<file path="src/hdl/cag_regs.vh">
// constants for the operand and jump address generator
// assumes inclusion by cag_core.v and the checker and bench files, not by cag_ram.v
`ifndef CAG_REGS_VH
`define CAG_REGS_VH

// data memory map, 16-bit data addresses
`define CAG_LORAM_LO     16'h0000
`define CAG_LORAM_HI     16'h006f
`define CAG_ONES_LO      16'h0070
`define CAG_ONES_HI      16'h007f
`define CAG_REGRAM_LO    16'h00f0
`define CAG_REGRAM_HI    16'h00fb
`define CAG_HIRAM_LO     16'h0100
`define CAG_HIRAM_HI     16'h013f
`define CAG_ADDR_PSW     16'h00ef
`define CAG_ADDR_XPTR    16'h00fc
`define CAG_ADDR_SP      16'h00fd
`define CAG_ADDR_BPTR    16'h00fe
`define CAG_ADDR_SEG     16'h00ff
`define CAG_SEG0_TOP     16'h00ff
`define CAG_SEGMENTED    8'h80
`define CAG_ALL_ONES     8'hff
`define CAG_UNDEF_DATA   8'h00

// ram index bases: register block, upper block; lower block starts at index 0
`define CAG_IDX_REGRAM   8'h70
`define CAG_IDX_HIRAM    8'h7c

// decoded regions
`define CAG_RG_NONE      4'h0
`define CAG_RG_RAM       4'h1
`define CAG_RG_ONES      4'h2
`define CAG_RG_PSW       4'h3
`define CAG_RG_XPTR      4'h4
`define CAG_RG_SP        4'h5
`define CAG_RG_BPTR      4'h6
`define CAG_RG_SEG       4'h7
`define CAG_RG_EXT       4'h8

// status word bit positions
`define CAG_PSW_GIE      0
`define CAG_PSW_CARRY    6
`define CAG_PSW_HC       7

// reset values
`define CAG_RST_BYTE     8'h00
`define CAG_RST_SP       8'h6f
`define CAG_RST_PC       15'h0000

// operation codes on op_code
`define CAG_OP_NOP       4'h0
`define CAG_OP_LD_IND    4'h1
`define CAG_OP_X_IND     4'h2
`define CAG_OP_LD_DIR    4'h3
`define CAG_OP_X_DIR     4'h4
`define CAG_OP_ST_DIR    4'h5
`define CAG_OP_LD_IMM    4'h6
`define CAG_OP_LD_BIMM   4'h7
`define CAG_OP_TBL_LOAD  4'h8
`define CAG_OP_TBL_JUMP  4'h9
`define CAG_OP_REL_JUMP  4'ha
`define CAG_OP_SEG_JUMP  4'hb
`define CAG_OP_SEG_CALL  4'hc
`define CAG_OP_LONG_JUMP 4'hd
`define CAG_OP_LONG_CALL 4'he
`define CAG_OP_VECTOR    4'hf

// pointer update codes on op_upd
`define CAG_UPD_NONE     2'h0
`define CAG_UPD_INC      2'h1
`define CAG_UPD_DEC      2'h2

`endif

</file>
<file path="src/hdl/cag_ram.v">
// on-chip data ram, one port, registered read data
// assumes a single clock and an index already decoded by the caller
`timescale 1ns/1ps
module cag_ram #(
  parameter DEPTH = 192,
  parameter AW    = 8
) (
  input  wire          clk,    // core clock
  input  wire          rd,     // read strobe
  input  wire          we,     // write strobe
  input  wire [AW-1:0] addr,   // byte index
  input  wire [7:0]    wdata,  // write byte
  output reg  [7:0]    rdata   // read byte, one cycle after rd
);

  reg [7:0] mem [0:DEPTH-1];

  // write and read share the index; read returns old contents
  always @(posedge clk)
  begin
    if (we)
      mem[addr] <= wdata;
    if (rd)
      rdata <= mem[addr];
  end

endmodule // cag_ram

</file>
<file path="src/hdl/cag_core.v">
// operand and jump address generation for an 8-bit core
// assumes one op at a time from a decoder, program memory with one cycle
// read latency, and peripherals answering ext_rd one cycle later
//
// Overview of operation
// RQ1 - reads of 0070-007F return all ones
// RQ2 - unimplemented segments read undefined data
// RQ3 - indirect operand addressed by either pointer
// RQ4 - pointer auto-update after the memory access
// RQ5 - direct mode uses 8-bit address field
// RQ6 - immediate mode takes 8-bit stream byte
// RQ7 - first pointer load takes 4-bit immediate
// RQ8 - table load addresses program memory by accumulator
// RQ9 - short jump adds signed -31..+32 field
// RQ10 - relative jump of one acts as nop
// RQ11 - relative target carries across 15 bits
// RQ12 - segment jump replaces low 12 bits
// RQ13 - long jump loads all 15 bits
// RQ14 - table jump loads fetched byte low
// RQ15 - vector loads two adjacent bytes into counter
// RQ16 - 15-bit counter, 7 upper, 8 lower
// RQ17 - accumulator, pointers, stack pointer 8 bits
// RQ18 - status word holds carry, half carry, enable
// RQ19 - register window F0-FF holds pointers
// RQ20 - F0-FB ram, FC-FF pointer registers
// RQ21 - second ram block 0100-013F
// RQ22 - lower ram 0000-006F
// RQ23 - opcode selects increment or decrement
`timescale 1ns/1ps
`include "cag_regs.vh"
module cag_core #(
  parameter RAM_DEPTH = 192,
  parameter RAM_AW    = 8
) (
  input  wire        mclk,              // core clock, 200 MHz
  input  wire        srst,              // synchronous reset, high
  input  wire        op_valid,          // op offered
  input  wire [3:0]  op_code,           // operation
  input  wire [1:0]  op_len,            // op length in bytes
  input  wire [14:0] op_field,          // address or jump field
  input  wire [7:0]  op_imm,            // immediate byte
  input  wire        op_psel,           // 0 first, 1 second pointer
  input  wire [1:0]  op_upd,            // pointer auto-update
  output wire        op_ready,          // op taken when valid
  output reg  [14:0] pm_addr,           // program memory address
  output wire        pm_rd,             // program memory read
  input  wire [7:0]  pm_rdata,          // program byte, next cycle
  output reg  [15:0] ext_addr,          // peripheral address
  output wire        ext_rd,            // peripheral read
  output wire        ext_wr,            // peripheral write
  output reg  [7:0]  ext_wdata,         // peripheral write byte
  input  wire [7:0]  ext_rdata,         // peripheral byte, next cycle
  output reg  [7:0]  acc,               // accumulator
  output reg  [14:0] pc,                // program counter
  output reg  [7:0]  first_index,       // first index pointer
  output reg  [7:0]  second_index,      // second index pointer
  output reg  [7:0]  stack_top,         // stack pointer
  output reg  [7:0]  data_segment,      // segment select
  output reg  [7:0]  status_word,       // status word
  output wire        carry_flag,        // status carry
  output wire        half_carry_flag,   // status half carry
  output wire        global_irq_enable  // status interrupt enable
);
  localparam ST_IDLE = 3'h0;
  localparam ST_MADR = 3'h1;
  localparam ST_MRD  = 3'h2;
  localparam ST_PMA  = 3'h3;
  localparam ST_PMD  = 3'h4;
  localparam ST_PUSH = 3'h5;
  //////////////////////////////////////////////////////////////////////
  // decode functions, shared by operand, stack and write paths

  // region of a 16-bit data address
  function [3:0] region;
    input [15:0] a;
    begin
      // RQ22 lower ram block
      if (a <= `CAG_LORAM_HI)
        region = `CAG_RG_RAM;
      // RQ1 unused block reads as ones
      else if (a >= `CAG_ONES_LO && a <= `CAG_ONES_HI)
        region = `CAG_RG_ONES;
      // RQ20 general register ram
      else if (a >= `CAG_REGRAM_LO && a <= `CAG_REGRAM_HI)
        region = `CAG_RG_RAM;
      // RQ19 pointer registers fc-ff map onto consecutive region codes
      else if (a >= `CAG_ADDR_XPTR && a <= `CAG_ADDR_SEG)
        region = `CAG_RG_XPTR + {2'b00, a[1:0]};
      else if (a == `CAG_ADDR_PSW)
        region = `CAG_RG_PSW;
      // RQ21 second ram block
      else if (a >= `CAG_HIRAM_LO && a <= `CAG_HIRAM_HI)
        region = `CAG_RG_RAM;
      else if (a <= `CAG_SEG0_TOP)
        region = `CAG_RG_EXT;
      // RQ2 other segments: nothing answers
      else
        region = `CAG_RG_NONE;
    end
  endfunction
  // ram index of an address known to be in a ram region; sum kept wide, then cut
  function [7:0] ram_index;
    input [15:0] a;
    reg   [15:0] t;
    begin
      if (a <= `CAG_LORAM_HI)
        t = a;
      else if (a <= `CAG_REGRAM_HI)
        t = a - `CAG_REGRAM_LO + {8'h00, `CAG_IDX_REGRAM};
      else
        t = a - `CAG_HIRAM_LO + {8'h00, `CAG_IDX_HIRAM};
      ram_index = t[7:0];
    end
  endfunction
  // 8-bit operand address to 16 bits; low half follows the segment
  function [15:0] seg_addr;
    input [7:0] a8;
    input [7:0] sg;
    seg_addr = (a8 < `CAG_SEGMENTED) ? {sg, a8} : {8'h00, a8};
  endfunction

  //////////////////////////////////////////////////////////////////////
  // state
  reg [2:0]  state_r;
  reg [3:0]  op_r;        // op in flight
  reg        psel_r;
  reg [1:0]  upd_r;
  reg [15:0] maddr_r;     // data address in flight
  reg [3:0]  rgn_r;       // its region
  reg        mwr_r;       // access writes in address phase
  reg [14:0] target_r;    // call target or fetched vector high byte
  reg        vis_lo_r;    // vector low byte pending
  reg [7:0]  mrdata;
  wire [7:0]  ram_q;
  wire [7:0]  ptr_sel  = op_psel ? second_index : first_index;
  wire [15:0] ind_addr = seg_addr(ptr_sel, data_segment);
  wire [15:0] dir_addr = seg_addr(op_field[7:0], data_segment);
  // RQ3 pointer address for indirect ops, else the direct field
  wire        ind_op   = (op_code == `CAG_OP_LD_IND) || (op_code == `CAG_OP_X_IND);
  wire [15:0] op_addr  = ind_op ? ind_addr : dir_addr;
  wire [14:0] seg_tgt  = {pc[14:12], op_field[11:0]};
  // RQ23 auto-update direction from the op; decrement adds all ones
  wire        ptr_upd  = (op_r == `CAG_OP_LD_IND || op_r == `CAG_OP_X_IND) &&
                         (upd_r == `CAG_UPD_INC || upd_r == `CAG_UPD_DEC);
  wire [7:0]  ptr_step = (upd_r == `CAG_UPD_INC) ? 8'h01 : `CAG_ALL_ONES;
  wire        take     = op_valid && (state_r == ST_IDLE);
  wire [14:0] next_pc  = pc + {13'h0000, op_len};
  // RQ9 field -32..31 plus one gives -31..+32
  wire [14:0] rel_disp = {{9{op_field[5]}}, op_field[5:0]} + 15'h0001;
  // RQ11 full-width add, no page limit
  wire [14:0] rel_pc   = pc + rel_disp;
  // exchange writes the old accumulator back in the data phase
  wire        xwr      = (state_r == ST_MRD) &&
                         (op_r == `CAG_OP_X_IND || op_r == `CAG_OP_X_DIR);
  wire        awr      = (state_r == ST_MADR) && mwr_r;
  wire        dwr      = xwr || awr;
  wire        push_wr  = (state_r == ST_IDLE && take &&
                         (op_code == `CAG_OP_SEG_CALL || op_code == `CAG_OP_LONG_CALL))
                         || state_r == ST_PUSH;
  wire [15:0] push_adr = (state_r == ST_PUSH) ? {8'h00, stack_top - 8'h01}
                                              : {8'h00, stack_top};
  wire [7:0]  push_dat = (state_r == ST_PUSH) ? {1'b0, pc[14:8]} : next_pc[7:0];
  wire [15:0] ram_adr  = push_wr ? push_adr : maddr_r;
  wire        ram_we   = (push_wr && region(push_adr) == `CAG_RG_RAM) ||
                         (dwr && rgn_r == `CAG_RG_RAM);

  assign op_ready          = (state_r == ST_IDLE);
  assign pm_rd             = (state_r == ST_PMA);
  assign ext_rd            = (state_r == ST_MADR) && !mwr_r && (rgn_r == `CAG_RG_EXT);
  assign ext_wr            = dwr && (rgn_r == `CAG_RG_EXT);
  // RQ18 single-bit flags of the status word
  assign carry_flag        = status_word[`CAG_PSW_CARRY];
  assign half_carry_flag   = status_word[`CAG_PSW_HC];
  assign global_irq_enable = status_word[`CAG_PSW_GIE];

  // stack pushes reuse the ram port; the op stream is stalled meanwhile
  cag_ram #(
    .DEPTH (RAM_DEPTH),
    .AW    (RAM_AW)
  ) u_ram (
    .clk   (mclk),
    .rd    (state_r == ST_MADR && !mwr_r),
    .we    (ram_we),
    .addr  (ram_index(ram_adr)),
    .wdata (push_wr ? push_dat : ext_wdata),
    .rdata (ram_q)
  );

  //////////////////////////////////////////////////////////////////////
  // read data select for the data phase
  always @*
  begin
    case (rgn_r)
      `CAG_RG_RAM:  mrdata = ram_q;
      // RQ1 fixed ones
      `CAG_RG_ONES: mrdata = `CAG_ALL_ONES;
      `CAG_RG_PSW:  mrdata = status_word;
      `CAG_RG_XPTR: mrdata = second_index;
      `CAG_RG_SP:   mrdata = stack_top;
      `CAG_RG_BPTR: mrdata = first_index;
      `CAG_RG_SEG:  mrdata = data_segment;
      `CAG_RG_EXT:  mrdata = ext_rdata;
      // RQ2 undefined data, tied to a constant
      default:      mrdata = `CAG_UNDEF_DATA;
    endcase
  end

  //////////////////////////////////////////////////////////////////////
  // sequencer and architectural registers
  // RQ16 RQ17 widths fixed by the declarations above
  always @(posedge mclk)
  begin
    if (srst)
    begin
      // op context regs are only read behind state_r, so they need no reset
      state_r      <= ST_IDLE;
      rgn_r        <= `CAG_RG_NONE;
      pm_addr      <= `CAG_RST_PC;
      ext_addr     <= 16'h0000;
      ext_wdata    <= `CAG_RST_BYTE;
      acc          <= `CAG_RST_BYTE;
      pc           <= `CAG_RST_PC;
      first_index  <= `CAG_RST_BYTE;
      second_index <= `CAG_RST_BYTE;
      stack_top    <= `CAG_RST_SP;
      data_segment <= `CAG_RST_BYTE;
      status_word  <= `CAG_RST_BYTE;
    end
    else
    begin
      // memory-mapped register writes from store or exchange
      if (dwr)
      begin
        case (rgn_r)
          `CAG_RG_PSW:  status_word  <= ext_wdata;
          `CAG_RG_XPTR: second_index <= ext_wdata;
          `CAG_RG_SP:   stack_top    <= ext_wdata;
          `CAG_RG_BPTR: first_index  <= ext_wdata;
          `CAG_RG_SEG:  data_segment <= ext_wdata;
          default:      ;
        endcase
      end
      case (state_r)
        ST_IDLE:
        begin
          if (take)
          begin
            op_r      <= op_code;
            psel_r    <= op_psel;
            upd_r     <= op_upd;
            mwr_r     <= (op_code == `CAG_OP_ST_DIR);
            ext_wdata <= acc;
            case (op_code)
              // RQ3 RQ5 operand at pointer or direct 8-bit address
              `CAG_OP_LD_IND, `CAG_OP_X_IND, `CAG_OP_LD_DIR, `CAG_OP_X_DIR, `CAG_OP_ST_DIR:
              begin
                maddr_r  <= op_addr;
                ext_addr <= op_addr;
                rgn_r    <= region(op_addr);
                pc       <= next_pc;
                state_r  <= ST_MADR;
              end
              // RQ6 operand from the stream
              `CAG_OP_LD_IMM:
              begin
                acc <= op_imm;
                pc  <= next_pc;
              end
              // RQ7 short immediate into first pointer
              `CAG_OP_LD_BIMM:
              begin
                first_index <= {4'h0, op_imm[3:0]};
                pc          <= next_pc;
              end
              // RQ8 RQ14 accumulator indexes the current page
              `CAG_OP_TBL_LOAD, `CAG_OP_TBL_JUMP:
              begin
                pm_addr <= {pc[14:8], acc};
                state_r <= ST_PMA;
              end
              // RQ10 field of zero means plus one, same as a nop
              `CAG_OP_REL_JUMP:
                pc <= (op_field[5:0] == 6'h00) ? next_pc : rel_pc;
              // RQ12 keep upper bits and the 4k segment
              `CAG_OP_SEG_JUMP:
                pc <= seg_tgt;
              // RQ13 whole counter from the field
              `CAG_OP_LONG_JUMP:
                pc <= op_field;
              // calls latch the target; first push now, second with the target load
              `CAG_OP_SEG_CALL, `CAG_OP_LONG_CALL:
              begin
                target_r <= (op_code == `CAG_OP_SEG_CALL) ? seg_tgt : op_field;
                state_r  <= ST_PUSH;
              end
              // RQ15 vector slot high byte first
              `CAG_OP_VECTOR:
              begin
                pm_addr  <= op_field;
                vis_lo_r <= 1'b0;
                state_r  <= ST_PMA;
              end
              default:
                pc <= next_pc;
            endcase
          end
        end
        ST_MADR:
          state_r <= mwr_r ? ST_IDLE : ST_MRD;
        ST_MRD:
        begin
          acc     <= mrdata;
          state_r <= ST_IDLE;
          // RQ4 update after the access; wins over a write to itself
          if (ptr_upd && psel_r)
            second_index <= second_index + ptr_step;
          else if (ptr_upd)
            first_index  <= first_index + ptr_step;
        end
        ST_PMA:
          state_r <= ST_PMD;
        ST_PMD:
        begin
          state_r <= ST_IDLE;
          if (op_r == `CAG_OP_TBL_LOAD)
          begin
            acc <= pm_rdata;
            pc  <= next_pc;
          end
          // RQ14 fetched byte becomes the low counter byte
          else if (op_r == `CAG_OP_TBL_JUMP)
            pc <= {pc[14:8], pm_rdata};
          // RQ15 adjacent low byte, then the whole counter
          else if (!vis_lo_r)
          begin
            target_r[14:8] <= pm_rdata[6:0];
            pm_addr        <= pm_addr + 15'h0001;
            vis_lo_r       <= 1'b1;
            state_r        <= ST_PMA;
          end
          else
            pc <= {target_r[14:8], pm_rdata};
        end
        // second push byte and the call target load, in the same cycle
        ST_PUSH:
        begin
          stack_top <= stack_top - 8'h02;
          pc        <= target_r;
          state_r   <= ST_IDLE;
        end
        default:
          state_r <= ST_IDLE;
      endcase
    end
  end
endmodule // cag_core

</file>
<file path="config.mk">
export PLATFORM = sky130hd
export DESIGN_NAME = cag_core
export DESIGN_NICKNAME = d
export VERILOG_FILES = /design/src/hdl/cag_ram.v /design/src/hdl/cag_core.v
export VERILOG_INCLUDE_DIRS = /design/src /design/src/hdl
export SDC_FILE = /design/constraint.sdc
export NUM_CORES = 2
export LEC_CHECK = 0
export ABC_AREA = 0
export BUFFER_PORTS_ARGS = -buffer_cell sky130_fd_sc_hd__buf_2
export CORE_ASPECT_RATIO = 1.5
export CORE_UTILIZATION = 32
export CTS_BUF_LIST = sky130_fd_sc_hd__clkbuf_2
export CTS_CLUSTER_SIZE = 40
export DETAILED_ROUTE_END_ITERATION = 8
export GPL_ROUTABILITY_DRIVEN = 1
export PLACE_DENSITY = 0.5
export SYNTH_ARGS = -nofsm -noshare
export SYNTH_HDL_FRONTEND = slang
export SYNTH_SLANG_ARGS = --single-unit
</file>
<file path="constraint.sdc">
create_clock -name mclk -period 13.3 [get_ports mclk]
set_input_delay 1.33 -clock mclk [delete_from_list [all_inputs] [get_ports mclk]]
set_output_delay 1.33 -clock mclk [all_outputs]
set_load 0.01 [all_outputs]
</file>
==> reports/qor.txt <==
Status: completed
Arrival time worst endpoint: 8.62 ns
First-pass DRT Iterations: 8
Syn_nets: 4514
Number of port buffers: 159
Pre-CTS setup slack: 5.654 ns
I/O pin cnt: 160
FF-to-FF End: u_ram.rdata[2]$_DFFE_PP_
Post-Synth Adder-Cell Area: 0.007758
Cts bufs inserted: 394
Post-synth EDFFs: 1584
Die Y: 581.4 um
Die area: 225700 um2
Compound-cell area share of the yosys netlist: 0.06664
Number of hold buffers added after cts: 23
Dominant synthesized flop cell: edfxtp_1
Final net count: 4890
Slew margin rel.: 0.2256
CTS resizes: 0
Share of post-route cells with drive strength above 1: 0.2554
Number of DRC markers in iteration 0: 4060
Insertion delay to the later sink of the worst-skew pair: 1.69 ns
Post-DP Area: 75570 um2
Critical Path RT: 14.72 ns
Residual DRC count: 0
Vias in the first global route: 44630
CTS tree: yes
Crit. Startpoint: state_r[2]$_SDFFE_PP0P_
Mux share of post-synthesis cell area: 0.1354
Drt total wl: 230000 um
Max frequency: 0.1390 GHz
Reg clk slew, reported paths: 0.11 ns
Leading cell type in the layout, fill and taps excluded: edfxtp_1
Setup ws final: 6.104 ns
Max Root-Sink Buffers: 4
Final setup violation count: 0
Synth warn: 0
Fillers: 21270
Reg2Reg Setup Slack: 6.10 ns
Hold Path Class: in2reg
Die span in x: 388.2 um
Worst Setup End Kind: flop
Design Area, Final: 79510 um2
Unrepaired setup endpoints after global routing: false
Largest net degree at the start of global routing: 192
Core Rows: 212
Power Dens Cells: 127.2 nW/um2
Vias: 43540
Total global routing overflow: 0
Commonest cells after routing, fill and taps aside: edfxtp_1, clkbuf_2, nor2_1
FF+latch count, synth: 1693
Post-Syn Area: 71610 um2
Layout area overhead: 11.04%
Synth Instances: 4421
Tot GR Track Use: 0.2000
Core Footprint: 222300 um2
Worst Path Max Fanout: 66
H-tree levels: 5
Routed Antenna Nets: 0
Leakage power: 28.10 nW
Clk sinks: 1693
Post-route minimum period: 7.196 ns
Avg Cell Area, Syn: 16.20 um2
Maxcap violations: 0
Routability cong.: 0.9053
Initial antenna violation count: 8
Crit path to: u_ram.rdata[2]$_DFFE_PP_
Ys async rst share: 0
Wire per inst: 28.80 um
Postcts setup bufs: 0
CP startpoint kind: flop
TNS Setup: 0 ns
Synth unique cells: 91
Worst Setup Path Type: reg2reg
Worst slew pin tran: 1.157 ns
Final Skew: 0.2555 ns
Simple-gate area share of the yosys netlist: 0.06734
Dpl hpwl: 149800 um
Critical R2R Launch: state_r[2]$_SDFFE_PP0P_
First-pass GRT wire length: 326100 um
Largest family of logic cells by synthesized area: multiplexers
Xor and xnor fraction of the mapped netlist area: 0.006098
Vias per inst: 5.451
Initial Util: 0.3221
Seq/Total Area, Yosys: 0.6947
Slew Viols, Final: 0
Register-to-Register Path Depth: 16
Maximum vdd drop: 0.00005756 V
Final clock period utilization by the worst path: 0.5410
Clk root buf: clkbuf_2
Count of final hold-check violations: 0
-- layout make-up --
type,instances,area (um2),area share
Inverter,41,156.4,0.001967
Timing Repair Buffer,270,1774,0.02231
Clock inverter,145,975.9,0.01227
Sequential cell,1693,49750,0.6257
Clock buffer,541,2708,0.03405
Tap cell,2889,3615,0.04546
Multi-Input combinational cell,2397,20510,0.2579
Antenna cell,10,25.02,0.0003147
-- Yosys cell counts, types with 38 or more instances --
| master | number | area, um2 |
|---|---|---|
| a21oi_1 | 171 | 855.8 |
| nor3_1 | 64 | 320.3 |
| dfxtp_1 | 109 | 2182 |
| edfxtp_1 | 1584 | 47570 |
| nor2_1 | 397 | 1490 |
| buf_2 | 67 | 335.3 |
| ha_1 | 38 | 475.5 |
| o221ai_1 | 54 | 473.0 |
| mux2i_1 | 97 | 970.9 |
| nand2_1 | 389 | 1460 |
| o21ai_0 | 128 | 640.6 |
| mux4_2 | 383 | 8626 |
| o22ai_1 | 109 | 681.9 |
| nand3_1 | 88 | 440.4 |
| clkbuf_1 | 157 | 589.3 |
| inv_1 | 38 | 142.6 |
-- worst max-delay path: stages (launching register included) --
cell and delay, ns:
dfxtp_1 0.87, nand3b_1 0.69, o21ai_4 0.39, o221ai_4 0.22
inv_4 0.39, ha_1 0.24, inv_1 0.06, a21oi_1 0.47
o21a_2 0.63, xnor2_4 0.18, buf_4 0.46, buf_4 0.78
mux2i_1 0.30, o22ai_1 0.18, nor3_1 0.28, a21oi_1 0.19
or4b_1 0.53
-- worst min-delay path by stage --
| stage | to | slack, ns | startpoint | cells after the start |
|---|---|---|---|---|
| floorplan | ext_addr[0]$_SDFFE_PP0P_ | 0.48 | ext_addr[0]$_SDFFE_PP0P_ | 2 |
| global placement | ext_addr[0]$_SDFFE_PP0P_ | 0.45 | ext_addr[0]$_SDFFE_PP0P_ | 2 |
| detailed placement | ext_addr[5]$_SDFFE_PP0P_ | 0.45 | ext_addr[5]$_SDFFE_PP0P_ | 2 |
| CTS | target_r[10]$_DFFE_PP_ | 0.002 | op_field[10] | 2 |
| global route | target_r[11]$_DFFE_PP_ | 0.08 | op_field[11] | 2 |
| finish | target_r[8]$_DFFE_PP_ | 0.14 | op_field[8] | 2 |
-- layer usage --
| metal | up-vias | global-route usage | wire (um) |
|---|---|---|---|
| met4 | 4 | 0.1110 | 13280 |
| met5 | - | 0 | 33 |
| met1 | 22410 | 0.2234 | 83120 |
| met3 | 534 | 0.03112 | 12860 |
| met2 | 1908 | 0.3611 | 120700 |
| li1 | 18680 | - | - |
-- report_power, final --
part	internal, W	switching [W]
sequential	0.00582	0.0000442
clock	0.00137	0.00212
combinational	0.000244	0.000524
total	0.00743	0.00268
-- cell families after synthesis --
kind of cell / after synthesis
simple gates: 1097
compound gates: 720
flops: 1693
mux: 489
fa+ha+maj: 42
buf+inv: 331
xor+xnor: 49
-- sequential cells by signal (all words and copies together), names as in the netlist, 8 cells and up --
signal / flops
acc: 8
data_segment: 8
ext_addr: 16
ext_wdata: 8
first_index: 8
maddr_r: 16
pc: 15
pm_addr: 15
second_index: 8
stack_top: 8
status_word: 8
target_r: 15
u_ram.mem: 1536
u_ram.rdata: 8
-- per-stage QoR --
step	util	hold slack (ns)	total power, W	cells
6_report	0.3577	0.1404	0.01012	7986
5_1_grt	0.3576	0.08013	0.01050	7982
4_1_cts	0.3576	0.002061	0.01022	7976
3_5_place_dp	0.3400	0.4498	0.006746	7267
3_3_place_gp	0.3400	0.4458	0.006741	7267
2_1_floorplan	-	0.4805	0.006451	4421
No activity file was read; power rests on OpenSTA's default activity.
